==> config.mk <==
export PLATFORM = sky130hd
export DESIGN_NAME = csoc_ctrl
export DESIGN_NICKNAME = d
export VERILOG_FILES = /design/src/hw/csoc_pkg.sv /design/src/hw/csoc_sync.sv /design/src/hw/csoc_ctrl.sv
export SDC_FILE = /design/constraint.sdc
export NUM_CORES = 1
export LEC_CHECK = 0
export BUFFER_PORTS_ARGS = -buffer_cell sky130_fd_sc_hd__buf_2
export CAP_MARGIN = 20
export CELL_PAD_IN_SITES_DETAIL_PLACEMENT = 1
export CELL_PAD_IN_SITES_GLOBAL_PLACEMENT = 1
export CORE_MARGIN = 5
export CORE_UTILIZATION = 40
export DETAILED_ROUTE_END_ITERATION = 10
export PLACE_DENSITY = 0.78
export SLEW_MARGIN = 20
export SYNTH_ARGS = -nofsm -noshare
export SYNTH_HDL_FRONTEND = slang
export SYNTH_SLANG_ARGS = --single-unit
export TNS_END_PERCENT = 1
==> constraint.sdc <==
create_clock -name ref_clk -period 3.2 [get_ports ref_clk]
set_input_delay 0.16 -clock ref_clk [delete_from_list [all_inputs] [get_ports ref_clk]]
set_output_delay 0.16 -clock ref_clk [all_outputs]
set_load 0.01 [all_outputs]
==> src/hw/csoc_pkg.sv <==
/*
 * Package for the capacitive-sense oscillator control block: register
 * offsets, field positions, reset values and mode codes.
 * Assumes a plain register port with 8-bit data, registers at the offsets
 * below.
 */
package csoc_pkg;

   // register offsets (byte index on the plain port)
   localparam logic [3:0] SENSE_CONTROL_0_ADDR        = 4'h0;
   localparam logic [3:0] SENSE_CHANNEL_SELECT_ADDR   = 4'h1;
   localparam logic [3:0] TIMER8_OPTION_ADDR          = 4'h2;
   localparam logic [3:0] TIMER16_CONTROL_ADDR        = 4'h3;
   localparam logic [3:0] TIMER16_GATE_CTRL_ADDR      = 4'h4;
   localparam logic [3:0] SENSE_MODE_STATUS_ADDR      = 4'h5;

   // sense_control_0 fields
   localparam int MODULE_ENABLE_POS   = 7;
   localparam int REF_MODE_POS        = 6;
   localparam int RANGE_LSB_POS       = 2;
   localparam int STATUS_POS          = 1;
   localparam int SENSE_CLK_SEL_POS   = 0;

   // channel select field
   localparam int CHANNEL_W           = 5;
   localparam int NUM_CHANNELS        = 17;

   // timer8 option register: clock source bit position
   localparam int TIMER8_CS_POS       = 5;

   // timer16 control register fields
   localparam int T16_CS_LSB_POS      = 6;
   localparam int T16_ON_POS          = 0;
   // timer16 gate control register: gate enable bit
   localparam int T16_GE_POS          = 7;

   // reset values
   localparam logic [7:0] SENSE_CONTROL_0_RST   = 8'h00;
   localparam logic [7:0] CHANNEL_SELECT_RST    = 8'h00;
   localparam logic [7:0] TIMER8_OPTION_RST     = 8'h00;
   localparam logic [7:0] TIMER16_CONTROL_RST   = 8'h00;
   localparam logic [7:0] TIMER16_GATE_RST      = 8'h00;

   // current range codes
   typedef enum logic [1:0] {
      CSOC_RNG_OFF_NOISE = 2'h0,
      CSOC_RNG_LOW       = 2'h1,
      CSOC_RNG_MEDIUM    = 2'h2,
      CSOC_RNG_HIGH      = 2'h3
   } csoc_range_t;

   // timer16 clock source code that picks the sense oscillator
   localparam logic [1:0] T16_CS_SENSE_OSC = 2'h3;

   // decoded power mode, one-hot, all zero when off
   typedef enum logic [6:0] {
      CSOC_PM_OFF      = 7'h00,
      CSOC_PM_LO_LOW   = 7'h01,
      CSOC_PM_LO_MED   = 7'h02,
      CSOC_PM_LO_HIGH  = 7'h04,
      CSOC_PM_HI_NOISE = 7'h08,
      CSOC_PM_HI_LOW   = 7'h10,
      CSOC_PM_HI_MED   = 7'h20,
      CSOC_PM_HI_HIGH  = 7'h40
   } csoc_pmode_t;

   // synchroniser depth for pin inputs
   localparam int SYNC_STAGES = 3;

endpackage : csoc_pkg

==> src/hw/csoc_sync.sv <==
/*
 * Three-stage synchroniser with agreement filter: the output changes once
 * the second and third stages agree.
 * Assumes a single clock, a synchronous active-high reset and a clock enable.
 */
`timescale 1ns/1ns
`default_nettype none

module csoc_sync (
   // clock and control
   input  wire logic ref_clk,
   input  wire logic sys_rst,
   input  wire logic clk_en,
   // data
   input  wire logic async_in,
   output var  logic sync_out
);

   logic [csoc_pkg::SYNC_STAGES-1:0] stage_q;
   logic                             out_q;
   wire                              agree = (stage_q[1] == stage_q[2]);

   always_ff @(posedge ref_clk) begin
      if (sys_rst) begin
         stage_q <= '0;
         out_q   <= 1'b0;
      end else if (clk_en) begin
         stage_q <= {stage_q[1:0], async_in};
         if (agree) begin
            out_q <= stage_q[2];
         end
      end
   end

   assign sync_out = out_q;

endmodule : csoc_sync

`default_nettype wire

==> src/hw/csoc_ctrl.sv <==
/*
 * Control logic for a capacitive-sense relaxation oscillator: reference and
 * current-range mode decode, sink/source status, channel routing, and
 * routing of the oscillator as count clock into an 8-bit and a 16-bit
 * timer, with the 16-bit timer's enable and gate function.
 * Assumes the analog oscillator, timers and gate source sit outside; the
 * oscillator output and the gate arrive as asynchronous pins.
 */
// Local design decisions: strobed register access and the register offsets.
// Functional notes
// - sink/source status bit of the oscillator is readable.
// - oscillator output can clock the 8-bit or 16-bit timer.
// - reference-mode bit picks variable references when set, rails when clear.
// - range codes 01/10/11 give low/medium/high; 00 is off in low range.
// - in high range code 00 selects noise detection; seven modes total.
// - noise mode stops pin current, comparator stays active.
// - sensing-clock select bit set supplies the oscillator to the 8-bit timer.
// - 16-bit timer clock-source field 11 selects the sense oscillator.
// - 16-bit timer off when on bit 0; gate enable makes it gated.
// - module enable bit turns the sensing module on or off.
// - clock select chooses oscillator or pin only if 8-bit timer external.
// - while enabled, the selected channel pin carries the oscillator.
`timescale 1ns/1ns
`default_nettype none

module csoc_ctrl #(
   parameter int NUM_CHANNELS = csoc_pkg::NUM_CHANNELS
) (
   // clock, reset, enable
   input  wire logic                    ref_clk,
   input  wire logic                    sys_rst,
   input  wire logic                    clk_en,
   // register port
   input  wire logic [3:0]              reg_addr,
   input  wire logic [7:0]              reg_wdata,
   input  wire logic                    reg_wr,
   input  wire logic                    reg_rd,
   output var  logic [7:0]              reg_rdata,
   // oscillator analog core
   input  wire logic                    osc_comp_in,
   output var  logic                    osc_enable,
   output var  logic                    osc_ref_variable,
   output var  logic                    osc_source_en,
   output var  logic                    osc_sink_en,
   output var  logic [1:0]              osc_current_sel,
   output var  logic                    osc_high_range,
   output var  logic [NUM_CHANNELS-1:0] sense_channel_pin_en,
   // timer clock routing
   input  wire logic                    timer8_ext_pin,
   input  wire logic                    instr_clk_tick,
   output var  logic                    timer8_count_clk,
   output var  logic                    timer16_sense_clk,
   // timer16 enable and gate
   input  wire logic                    timer16_gate_in,
   output var  logic                    timer16_count_en
);

   ////////////////////////////////////////////////////////////////////////
   // registers

   logic [7:0] sense_control_0_q;
   logic [7:0] sense_channel_select_reg_q;
   logic [7:0] timer8_option_q;
   logic [7:0] timer16_control_register_q;
   logic [7:0] timer16_gate_q;
   logic [7:0] reg_rdata_q;

   wire wr_ctl0  = reg_wr && reg_addr == csoc_pkg::SENSE_CONTROL_0_ADDR;
   wire wr_chan  = reg_wr && reg_addr == csoc_pkg::SENSE_CHANNEL_SELECT_ADDR;
   wire wr_t8    = reg_wr && reg_addr == csoc_pkg::TIMER8_OPTION_ADDR;
   wire wr_t16   = reg_wr && reg_addr == csoc_pkg::TIMER16_CONTROL_ADDR;
   wire wr_t16g  = reg_wr && reg_addr == csoc_pkg::TIMER16_GATE_CTRL_ADDR;

   ////////////////////////////////////////////////////////////////////////
   // field views

   wire sense_module_enable =
      sense_control_0_q[csoc_pkg::MODULE_ENABLE_POS];
   wire reference_mode_bit =
      sense_control_0_q[csoc_pkg::REF_MODE_POS];
   wire [1:0] current_range_field =
      sense_control_0_q[csoc_pkg::RANGE_LSB_POS +: 2];
   wire timer8_sense_clock_select =
      sense_control_0_q[csoc_pkg::SENSE_CLK_SEL_POS];
   wire [csoc_pkg::CHANNEL_W-1:0] sense_channel_field =
      sense_channel_select_reg_q[csoc_pkg::CHANNEL_W-1:0];
   wire timer8_clock_source_bit =
      timer8_option_q[csoc_pkg::TIMER8_CS_POS];
   wire [1:0] timer16_clock_source_field =
      timer16_control_register_q[csoc_pkg::T16_CS_LSB_POS +: 2];
   wire timer16_on_bit =
      timer16_control_register_q[csoc_pkg::T16_ON_POS];
   wire timer16_gate_enable =
      timer16_gate_q[csoc_pkg::T16_GE_POS];

   ////////////////////////////////////////////////////////////////////////
   // oscillator, timer8 pin and gate input synchronisers

   logic osc_sync;
   logic t8_pin_sync;
   logic gate_sync;

   csoc_sync u_osc_sync (
      .ref_clk  (ref_clk),
      .sys_rst  (sys_rst),
      .clk_en   (clk_en),
      .async_in (osc_comp_in),
      .sync_out (osc_sync)
   );

   csoc_sync u_t8_pin_sync (
      .ref_clk  (ref_clk),
      .sys_rst  (sys_rst),
      .clk_en   (clk_en),
      .async_in (timer8_ext_pin),
      .sync_out (t8_pin_sync)
   );

   csoc_sync u_gate_sync (
      .ref_clk  (ref_clk),
      .sys_rst  (sys_rst),
      .clk_en   (clk_en),
      .async_in (timer16_gate_in),
      .sync_out (gate_sync)
   );

   ////////////////////////////////////////////////////////////////////////
   // mode decode

   csoc_pkg::csoc_pmode_t pmode;

   always_comb begin
      pmode = csoc_pkg::CSOC_PM_OFF;
      if (!sense_module_enable) begin
         pmode = csoc_pkg::CSOC_PM_OFF;
      end else if (reference_mode_bit) begin
         case (current_range_field)
            csoc_pkg::CSOC_RNG_OFF_NOISE: pmode = csoc_pkg::CSOC_PM_HI_NOISE;
            csoc_pkg::CSOC_RNG_LOW:       pmode = csoc_pkg::CSOC_PM_HI_LOW;
            csoc_pkg::CSOC_RNG_MEDIUM:    pmode = csoc_pkg::CSOC_PM_HI_MED;
            default:                      pmode = csoc_pkg::CSOC_PM_HI_HIGH;
         endcase
      end else begin
         case (current_range_field)
            csoc_pkg::CSOC_RNG_OFF_NOISE: pmode = csoc_pkg::CSOC_PM_OFF;
            csoc_pkg::CSOC_RNG_LOW:       pmode = csoc_pkg::CSOC_PM_LO_LOW;
            csoc_pkg::CSOC_RNG_MEDIUM:    pmode = csoc_pkg::CSOC_PM_LO_MED;
            default:                      pmode = csoc_pkg::CSOC_PM_LO_HIGH;
         endcase
      end
   end

   wire osc_on_d    = (pmode != csoc_pkg::CSOC_PM_OFF);
   wire noise_mode  = (pmode == csoc_pkg::CSOC_PM_HI_NOISE);
   wire drive_d     = osc_on_d && !noise_mode;
   wire status_bit  = osc_on_d && osc_sync;

   ////////////////////////////////////////////////////////////////////////
   // channel routing

   logic [NUM_CHANNELS-1:0] chan_en_d;

   for (genvar c = 0; c < NUM_CHANNELS; c++) begin : g_chan
      assign chan_en_d[c] = sense_module_enable &&
         (sense_channel_field == csoc_pkg::CHANNEL_W'(c));
   end

   ////////////////////////////////////////////////////////////////////////
   // timer clock routing and timer16 enable

   wire t8_ext_clk = timer8_sense_clock_select ? osc_sync
                                               : t8_pin_sync;
   wire t8_clk_d   = timer8_clock_source_bit ? t8_ext_clk
                                             : instr_clk_tick;
   wire t16_sel    = (timer16_clock_source_field ==
                      csoc_pkg::T16_CS_SENSE_OSC);
   wire t16_clk_d  = t16_sel && osc_sync;
   wire t16_en_d   = timer16_on_bit &&
                     (!timer16_gate_enable || gate_sync);

   ////////////////////////////////////////////////////////////////////////
   // read mux

   logic [7:0] ctl0_view;
   logic [7:0] rd_mux;

   always_comb begin
      ctl0_view = sense_control_0_q & 8'hcd;
      ctl0_view[csoc_pkg::STATUS_POS] = status_bit;
      rd_mux = 8'h00;
      if (reg_addr == csoc_pkg::SENSE_CONTROL_0_ADDR) begin
         rd_mux = ctl0_view;
      end else if (reg_addr == csoc_pkg::SENSE_CHANNEL_SELECT_ADDR) begin
         rd_mux = sense_channel_select_reg_q & 8'h1f;
      end else if (reg_addr == csoc_pkg::TIMER8_OPTION_ADDR) begin
         rd_mux = timer8_option_q;
      end else if (reg_addr == csoc_pkg::TIMER16_CONTROL_ADDR) begin
         rd_mux = timer16_control_register_q;
      end else if (reg_addr == csoc_pkg::TIMER16_GATE_CTRL_ADDR) begin
         rd_mux = timer16_gate_q;
      end else if (reg_addr == csoc_pkg::SENSE_MODE_STATUS_ADDR) begin
         rd_mux = {1'b0, pmode};
      end
   end

   ////////////////////////////////////////////////////////////////////////
   // state

   always_ff @(posedge ref_clk) begin
      if (sys_rst) begin
         sense_control_0_q <= csoc_pkg::SENSE_CONTROL_0_RST;
      end else if (clk_en && wr_ctl0) begin
         sense_control_0_q <= reg_wdata & 8'hcd;
      end
   end

   always_ff @(posedge ref_clk) begin
      if (sys_rst) begin
         sense_channel_select_reg_q <= csoc_pkg::CHANNEL_SELECT_RST;
      end else if (clk_en && wr_chan) begin
         sense_channel_select_reg_q <= reg_wdata & 8'h1f;
      end
   end

   always_ff @(posedge ref_clk) begin
      if (sys_rst) begin
         timer8_option_q <= csoc_pkg::TIMER8_OPTION_RST;
      end else if (clk_en && wr_t8) begin
         timer8_option_q <= reg_wdata;
      end
   end

   always_ff @(posedge ref_clk) begin
      if (sys_rst) begin
         timer16_control_register_q <= csoc_pkg::TIMER16_CONTROL_RST;
      end else if (clk_en && wr_t16) begin
         timer16_control_register_q <= reg_wdata;
      end
   end

   always_ff @(posedge ref_clk) begin
      if (sys_rst) begin
         timer16_gate_q <= csoc_pkg::TIMER16_GATE_RST;
      end else if (clk_en && wr_t16g) begin
         timer16_gate_q <= reg_wdata;
      end
   end

   // read data stands one cycle, zero otherwise
   always_ff @(posedge ref_clk) begin
      if (sys_rst) begin
         reg_rdata_q <= 8'h00;
      end else if (clk_en) begin
         reg_rdata_q <= reg_rd ? rd_mux : 8'h00;
      end
   end

   // registered oscillator outputs
   // source and sink follow the synchronised phase, never both
   always_ff @(posedge ref_clk) begin
      if (sys_rst) begin
         osc_enable       <= 1'b0;
         osc_ref_variable <= 1'b0;
         osc_source_en    <= 1'b0;
         osc_sink_en      <= 1'b0;
         osc_current_sel  <= 2'h0;
         osc_high_range   <= 1'b0;
      end else if (clk_en) begin
         osc_enable       <= osc_on_d;
         osc_ref_variable <= reference_mode_bit;
         osc_source_en    <= drive_d && !osc_sync;
         osc_sink_en      <= drive_d && osc_sync;
         osc_current_sel  <= current_range_field;
         osc_high_range   <= reference_mode_bit;
      end
   end

   // registered channel pin enables
   always_ff @(posedge ref_clk) begin
      if (sys_rst) begin
         sense_channel_pin_en <= '0;
      end else if (clk_en) begin
         sense_channel_pin_en <= chan_en_d;
      end
   end

   // registered timer clocks and enable
   always_ff @(posedge ref_clk) begin
      if (sys_rst) begin
         timer8_count_clk  <= 1'b0;
         timer16_sense_clk <= 1'b0;
         timer16_count_en  <= 1'b0;
      end else if (clk_en) begin
         timer8_count_clk  <= t8_clk_d;
         timer16_sense_clk <= t16_clk_d;
         timer16_count_en  <= t16_en_d;
      end
   end

   assign reg_rdata = reg_rdata_q;

endmodule : csoc_ctrl

`default_nettype wire

==> key figures, run 1 <==
Setup path
  – CP most frequent cell: a21oi_1
  – Max FO, Critical Path: 9
  – Crit-path max cell delay: 0.51 ns
  – Slowest CP cell: dfxtp_1
  – Worst path arrival time: 2.02 ns
  – CP cell instances: nand4_1 -> nor3_1 -> a21oi_1 -> a21oi_1 -> a21o_1
  – Startpoint Class: flop
  – Nature of the critical path endpoint: flop
  – Req. time, crit path: 3.51 ns
  – Setup CP Type: reg2reg

Placement
  – Cell Area, Placed: 0.00368 mm^2
  – Port-buffer cells: 55
  – DP Worst Slack: 1.22 ns
  – Hpwl dp: 6910 um
  – RD Place Congestion: 0.847

GRT
  – Vias in the first global route: 3064
  – GRT Util Overall: 0.196
  – First-pass GRT wire length: 15800 um
  – Total gr overflow: 0
  – Largest net degree at the start of global routing: 57
  – Initial antenna violation count: 0

Yosys
  – Top_reg_cell synth: dfxtp_1
  – Synth async-reset ratio: 0
  – Cells after Synth: 389
  – Seq/Total Area, Yosys: 0.468
  – Synthesized area: 0.00342 mm^2
  – Distinct cells, synth: 43
  – Seq cells post-synth: 80
  – Post-synth EDFFs: 0
  – Synth Warn #: 0
  – Syn_area_per_cell: 8.79 um^2
  – Net Count, Synth: 410

Routing
  – Detailed router's first-iteration violation count: 190
  – Via count: 2984
  – Drt pass-1 iters: 4
  – Met3 WL: 462 um
  – Top routing layer in use: met4
  – Metal2 WL: 4820 um
  – Antenna Nets Post-Route: 0
  – WL met1: 4350 um
  – WL/cell: 18.2 um
  – DR vias/cell: 5.56
  – Total Wirelength: 9800 um
  – DRC: 0

CTS
  – TritonCTS clock tree: built
  – Setup Fix Bufs, Post-CTS: 0
  – Reg clk slew, reported paths: 0.09 ns
  – Clock Path Buffers: 2
  – CTS root buf: clkbuf_8
  – Htree depth: 3
  – CTS resizes: 0
  – Num CTS Buffers: 9
  – Clock Sinks: 80
  – CTS Hold Bufs: 0
  – Worst-Skew Late Latency: 0.36 ns

Floorplan
  – Die Wd: 102 um
  – Num ports: 56
  – Die area: 0.0105 mm^2
  – Core ar.: 0.00826 mm^2
  – Rows: 33
  – DIE HEIGHT: 102 um
  – Initial core utilization: 0.414

Layout
  – Area Overhead vs Synth: 13.9%
  – Final nets: 448
  – Fin area: 0.00389 mm^2
  – Most common cell after layout, fill and taps aside: dfxtp_1
  – Most frequent cells in the layout: 80 x dfxtp_1, 77 x nor2_1, 55 x buf_2, 45 x mux2i_1, 32 x a21oi_1
  – Proportion of layout cells with a drive suffix above 1: 0.185
  – N_diodes: 0

Job
  – MaxCap Viol Count: 0

Status
  – Status: complete, no violations

Timing
  – Skew final: 0.0129 ns
  – Sum Neg Setup Slack: 0 ns
  – Pins Over Slew Limit: 0
  – Tcrit/Tclk final: 0.536
  – Fin. Hold Viols: 0
  – RSZ-0062 raised after global routing: no
  – Max Clock Freq: 583 MHz
  – Final setup vio count: 0
  – Final Worst Setup Slack: 1.48 ns
  – Slew HR: 0.395
  – Tmin final: 1.72 ns
  – Worst-Margin Slew: 0.906 ns

Power and ir drop
  – Power per Cell Area: 492 mW/mm^2
  – Pleak: 0.00164 uW
  – Maximum resistive drop on vdd: 0.170 mV

Worst hold path
  – Class of the worst hold path: in2reg
[final cells by class]
| cell class | count | area, um^2 |
|---|---|---|
| clock buffer | 10 | 138 |
| clock inverter | 6 | 73.8 |
| fill | 1006 | 4360 |
| inverter | 7 | 26.3 |
| multi-input combinational | 273 | 1640 |
| sequential | 80 | 1600 |
| tap | 105 | 131 |
| timing repair buffer | 56 | 283 |
[worst max-delay path: cells and delay by family, from the launching register on]
| family | cells | cell delay, ns |
|---|---|---|
| DFF | 1 | 0.51 |
| AOI/OAI and AO/OA | 3 | 0.54 |
| and+or+nand+nor | 2 | 0.62 |
[flip-flops by register name (all words and copies together), names as in the netlist, 2 cells and up]
| signal | cells |
|---|---|
| u_osc_sync.stage_q | 3 |
| timer16_control_register_q | 8 |
| sense_control_0_q | 5 |
| u_t8_pin_sync.stage_q | 3 |
| u_gate_sync.stage_q | 3 |
| osc_current_sel | 2 |
| timer8_option_q | 8 |
| sense_channel_pin_en | 17 |
| reg_rdata | 8 |
| timer16_gate_q | 8 |
| sense_channel_select_reg_q | 5 |
[power breakdown]
group | leakage (uW) | total [uW] | switching, uW | internal (uW)
registers | 0.000646 | 1010 | 6.60 | 1000
clock network | 0.000107 | 790 | 398 | 391
logic | 0.000884 | 118 | 82.1 | 35.6
[routing by layer]
layer  vias up  track usage
met3        17       0.0451
met5         -            0
met4         0       0.0626
li1       1427            -
met2        64        0.330
met1      1476        0.247
[worst paths after layout]
path	startpoint	endpoint	slack, ns	cells after the start
worst max register to register	sense_control_0_q[7]	reg_rdata[3]	1.48	5
worst max-delay path	sense_control_0_q[7]	reg_rdata[3]	1.48	5
worst min-delay path	timer16_gate_in	u_gate_sync.stage_q[0]	0.05	3
worst min register to register	reg_rdata[2]	reg_rdata[2]	0.46	2
[cells by family (layout without fill, tap and decap cells)]
family / after synthesis / in the layout / share of synthesized area
compound gates: 87 / 87 / 0.155
buf+inv: 36 / 79 / 0.0519
flops: 80 / 80 / 0.468
mux: 47 / 47 / 0.138
simple gates: 139 / 139 / 0.186
[metrics by stage]
stage | std cells | utilization | hold slack [ns] | total power, uW
floorplan | 389 | - | 0.296 | 1110
global placement | 521 | 0.446 | 0.400 | 1150
detailed placement | 521 | 0.446 | 0.413 | 1150
CTS | 537 | 0.472 | 0.0454 | 1930
global route | 537 | 0.472 | 0.0451 | 1990
finish | 537 | 0.472 | 0.0476 | 1920
[synthesized netlist by cell type (all sizes together) (4+ instances only)]
library cell | count | share of area
mux2i | 45 | 0.13
a22oi | 13 | 0.029
inv | 7 | 0.0077
dfxtp | 80 | 0.47
clkbuf | 11 | 0.012
nor3 | 8 | 0.012
nand3 | 5 | 0.0073
nor2 | 78 | 0.086
nand2 | 25 | 0.029
o21ai | 17 | 0.025
buf | 18 | 0.032
nor2b | 7 | 0.013
a21o | 4 | 0.0088
a21oi | 32 | 0.047
(Power assumes the default switching activity.)
==> inputs of run 2 (changes only) <==
Settings changed: ABC_AREA set to 1, PLACE_DENSITY 0.78 to 0.8.
Clock period 3.2 ns to 1.8 ns, I/O delays scaled along.
==> run 2 against run 1 <==
  * Maximum frequency grew 24%
  * Register-to-register slack worse by 1.1 ns
  * Sequential power rose by 80%
  * Critical path type unchanged
  * Highest routed layer unchanged
==> key figures, run 2 <==
Status
  – Status: complete, no violations (unchanged)

Setup path
  – Worst reg2reg path startpoint: sense_control_0_q[7] (unchanged)
  – Slowest CP cell: dfxtp_1 (unchanged)
  – Worst path arrival time: 1.67 ns (was 2.02 ns)
  – Worst R2R End: sense_channel_pin_en[15] (was reg_rdata[3])
  – Req. time, crit path: 2.09 ns (was 3.51 ns)
  – Reg2Reg Depth: 6 (was 5)
  – Crit-path max cell delay: 0.41 ns (was 0.51 ns)
  – CP Buf/Inv Count: 1 (was 0)
  – Family with the most delay on the worst path: simple AND/OR/NAND/NOR gates (unchanged)
  – Setup CP Type: reg2reg (unchanged)
  – Startpoint Class: flop (unchanged)
  – Nature of the critical path endpoint: flop (unchanged)
  – CP cell instances: nand2_2 -> nor2_4 -> inv_1 -> nor3_2 -> nand3_1 -> a21oi_1 (was nand4_1 -> nor3_1 -> a21oi_1 -> a21oi_1 -> a21o_1)
  – Max FO, Critical Path: 10 (was 9)
  – R2R setup slack: 0.42 ns (was 1.48 ns)

Layout
  – Most frequent cells in the layout: 81 x nand2_1, 80 x dfxtp_1, 79 x a21oi_1, 55 x buf_2, 50 x o21ai_0 (was 80 x dfxtp_1, 77 x nor2_1, 55 x buf_2, 45 x mux2i_1, 32 x a21oi_1)
  – Multi-input logic area: 0.00160 mm^2 (was 0.00164 mm^2)
  – Final nets: 547 (was 448)
  – Area Overhead vs Synth: 18.3% (was 13.9%)
  – Number of flip-flops in the largest register: 17 (unchanged)
  – Fill count: 1124 (was 1006)
  – Register area: 0.00160 mm^2 (unchanged)
  – Proportion of layout cells with a drive suffix above 1: 0.196 (was 0.185)
  – N_diodes: 0 (unchanged)
  – Reg with most FFs: sense_channel_pin_en (unchanged)
  – Most common cell after layout, fill and taps aside: nand2_1 (was dfxtp_1)

Routing
  – WL/cell: 15.7 um (was 18.2 um)
  – Antenna Nets Post-Route: 0 (unchanged)
  – Via count: 3322 (was 2984)
  – Detailed router's first-iteration violation count: 110 (was 190)
  – Drt pass-1 iters: 4 (unchanged)
  – Total Wirelength: 10000 um (was 9800 um)
  – DR vias/cell: 5.20 (was 5.56)
  – DRC: 0 (unchanged)

Yosys
  – Syn_area_per_cell: 7.39 um^2 (was 8.79 um^2)
  – Cells after Synth: 472 (was 389)
  – Seq/Total Area, Yosys: 0.459 (was 0.468)
  – Cell with the most instances after synthesis: nand2_1 (was dfxtp_1)
  – Synth area leader: dfxtp_1 (unchanged)
  – Post-synth EDFFs: 0 (unchanged)
  – Synth async-reset ratio: 0 (unchanged)
  – Synth Warn #: 0 (unchanged)
  – Synthesized area: 0.00349 mm^2 (was 0.00342 mm^2)
  – Top post-synthesis cells by count: 81 x nand2_1, 80 x dfxtp_1, 79 x a21oi_1 (was 80 x dfxtp_1, 77 x nor2_1, 45 x mux2i_1)
  – Net Count, Synth: 493 (was 410)
  – Synth top area cells: dfxtp_1 46%, a21oi_1 11%, nand2_1 8.7%, o21ai_0 7.2%, nor2_1 4.6% (was dfxtp_1 47%, mux2i_1 13%, nor2_1 8.4%, a21oi_1 4.7%, a22oi_1 2.9%)
  – Seq cells post-synth: 80 (unchanged)
  – Post-synth top area share: 0.459 (was 0.468)
  – Top_reg_cell synth: dfxtp_1 (unchanged)
  – Distinct cells, synth: 28 (was 43)

Timing
  – Tmin final: 1.38 ns (was 1.72 ns)
  – RSZ-0062 raised after global routing: no (unchanged)
  – Sum Neg Setup Slack: 0 ns (unchanged)
  – Worst-Margin Slew: 0.458 ns (was 0.906 ns)
  – Slew HR: 0.694 (was 0.395)
  – Tcrit/Tclk final: 0.769 (was 0.536)
  – Fin. Hold Viols: 0 (unchanged)
  – Hold WS: 0.0248 ns (was 0.0476 ns)
  – Skew final: 0.0106 ns (was 0.0129 ns)
  – Pins Over Slew Limit: 0 (unchanged)
  – Final setup vio count: 0 (unchanged)
  – Max Clock Freq: 723 MHz (was 583 MHz)

Power and ir drop
  – Power per Cell Area: 906 mW/mm^2 (was 492 mW/mm^2)
  – Maximum resistive drop on vdd: 0.402 mV (was 0.170 mV)
  – Pleak: 0.00170 uW (was 0.00164 uW)
  – Switching share of power: 0.244 (was 0.254)
  – Combinational share of power: 0.073 (was 0.061)
  – Sequential share of power: 0.487 (was 0.527)
  – Clock power share: 0.440 (was 0.412)
  – NetSw: 913 uW (was 487 uW)
  – Pint: 2820 uW (was 1430 uW)

GRT
  – Largest net degree at the start of global routing: 42 (was 57)
  – Initial antenna violation count: 0 (unchanged)
  – GRT Util Overall: 0.195 (was 0.196)
  – Vias in the first global route: 3234 (was 3064)
  – First-pass GRT wire length: 16200 um (was 15800 um)
  – Total gr overflow: 0 (unchanged)

Placement
  – Hpwl dp: 7260 um (was 6910 um)
  – Port-buffer cells: 55 (unchanged)
  – RD Place Congestion: 0.853 (was 0.847)

Floorplan
  – Die area: 0.0107 mm^2 (was 0.0105 mm^2)
  – Num ports: 56 (unchanged)
  – Rows: 34 (was 33)
  – DIE HEIGHT: 103 um (was 102 um)
  – Die Wd: 103 um (was 102 um)
  – Core ar.: 0.00859 mm^2 (was 0.00826 mm^2)
  – Initial core utilization: 0.406 (was 0.414)

Worst hold path
  – WHS Endpoint: timer16_control_register_q[5] (was u_gate_sync.stage_q[0])
  – Min-delay src: reg_wdata[5] (was timer16_gate_in)
  – Class of the worst hold path: in2reg (unchanged)
  – Hold depth: 3 (unchanged)

CTS
  – Clock Path Buffers: 2 (unchanged)
  – CTS resizes: 0 (unchanged)
  – TritonCTS clock tree: built (unchanged)
  – Num CTS Buffers: 9 (unchanged)
  – Htree depth: 3 (unchanged)
  – Reg clk slew, reported paths: 0.09 ns (about the same)
  – Clock Sinks: 80 (unchanged)
  – CTS root buf: clkbuf_8 (unchanged)
  – Worst-Skew Late Latency: 0.36 ns (about the same)

Job
  – MaxCap Viol Count: 0 (unchanged)
-- run 2: layout make-up --
type,instances,area share
multi-input combinational,324,0.389
sequential,80,0.388
timing repair buffer,63,0.0861
inverter,48,0.0443
tap,108,0.0328
clock buffer,9,0.0300
clock inverter,7,0.0300
-- run 2: logic make-up (layout without fill, tap and decap cells) --
family	Yosys count	count (layout)	synth area share
flip-flops	80	80	0.459
buffers and inverters	68	127	0.0808
AO/OA/AOI/OAI	140	140	0.205
AND/OR/NAND/NOR	184	184	0.255
-- run 2: power groups by stage --
| stage | clock (uW) | combinational [uW] | sequential, uW |
|---|---|---|---|
| after floorplan | 0 | 161 | 1860 |
| after global placement | 0 | 262 | 1860 |
| after detailed placement | 0 | 271 | 1860 |
| after CTS | 1670 | 277 | 1820 |
| after global routing | 1770 | 307 | 1820 |
| final | 1640 | 275 | 1820 |
-- run 2: through the flow --
| step | total power, uW | util | cells | setup slack (ns) | instance area, um^2 |
|---|---|---|---|---|---|
| 6_report | 3740 | 0.480 | 639 | 0.416 | 4130 |
| 5_1_grt | 3890 | 0.480 | 639 | 0.288 | 4130 |
| 4_1_cts | 3770 | 0.480 | 639 | 0.393 | 4130 |
| 3_5_place_dp | 2130 | 0.448 | 620 | 0.424 | 3850 |
| 3_3_place_gp | 2120 | 0.448 | 620 | 0.454 | 3850 |
| 2_1_floorplan | 2020 | - | 472 | 0.645 | 3490 |
-- run 2: per-layer routing --
metal  track usage  wire length (um)  up-vias
met4        0.0707               206        0
met5             0                 0        -
met3        0.0288               388       18
li1              -                 -     1653
met2         0.328              4860       62
met1         0.254              4570     1589
-- run 2: repair_timing --
| action | CTS | global route |
|---|---|---|
| setup buffers | 0 | 0 |
| hold buffers | 3 | 0 |
| endpoints found under the hold margin | 3 | 0 |
-- run 2: worst max path at each step --
| stage | end | depth (start not counted) | slack (ns) | from |
|---|---|---|---|---|
| 3_3_place_gp | timer8_option_q[6] | 7 | 0.45 | reg_addr[3] |
| 2_1_floorplan | sense_channel_pin_en[15] | 6 | 0.65 | sense_control_0_q[7] |
| 6_report | sense_channel_pin_en[15] | 6 | 0.42 | sense_control_0_q[7] |
| 3_5_place_dp | sense_channel_pin_en[15] | 6 | 0.42 | sense_control_0_q[7] |
| 5_1_grt | sense_channel_pin_en[12] | 6 | 0.29 | sense_control_0_q[7] |
| 4_1_cts | sense_channel_pin_en[15] | 6 | 0.39 | sense_control_0_q[7] |
-- run 2: worst min-delay path, delay by kind of cell --
kind | cells | cell delay, ns
compound gates | 1 | 0.06
simple gates | 1 | 0.07
buf+inv | 1 | 0.11
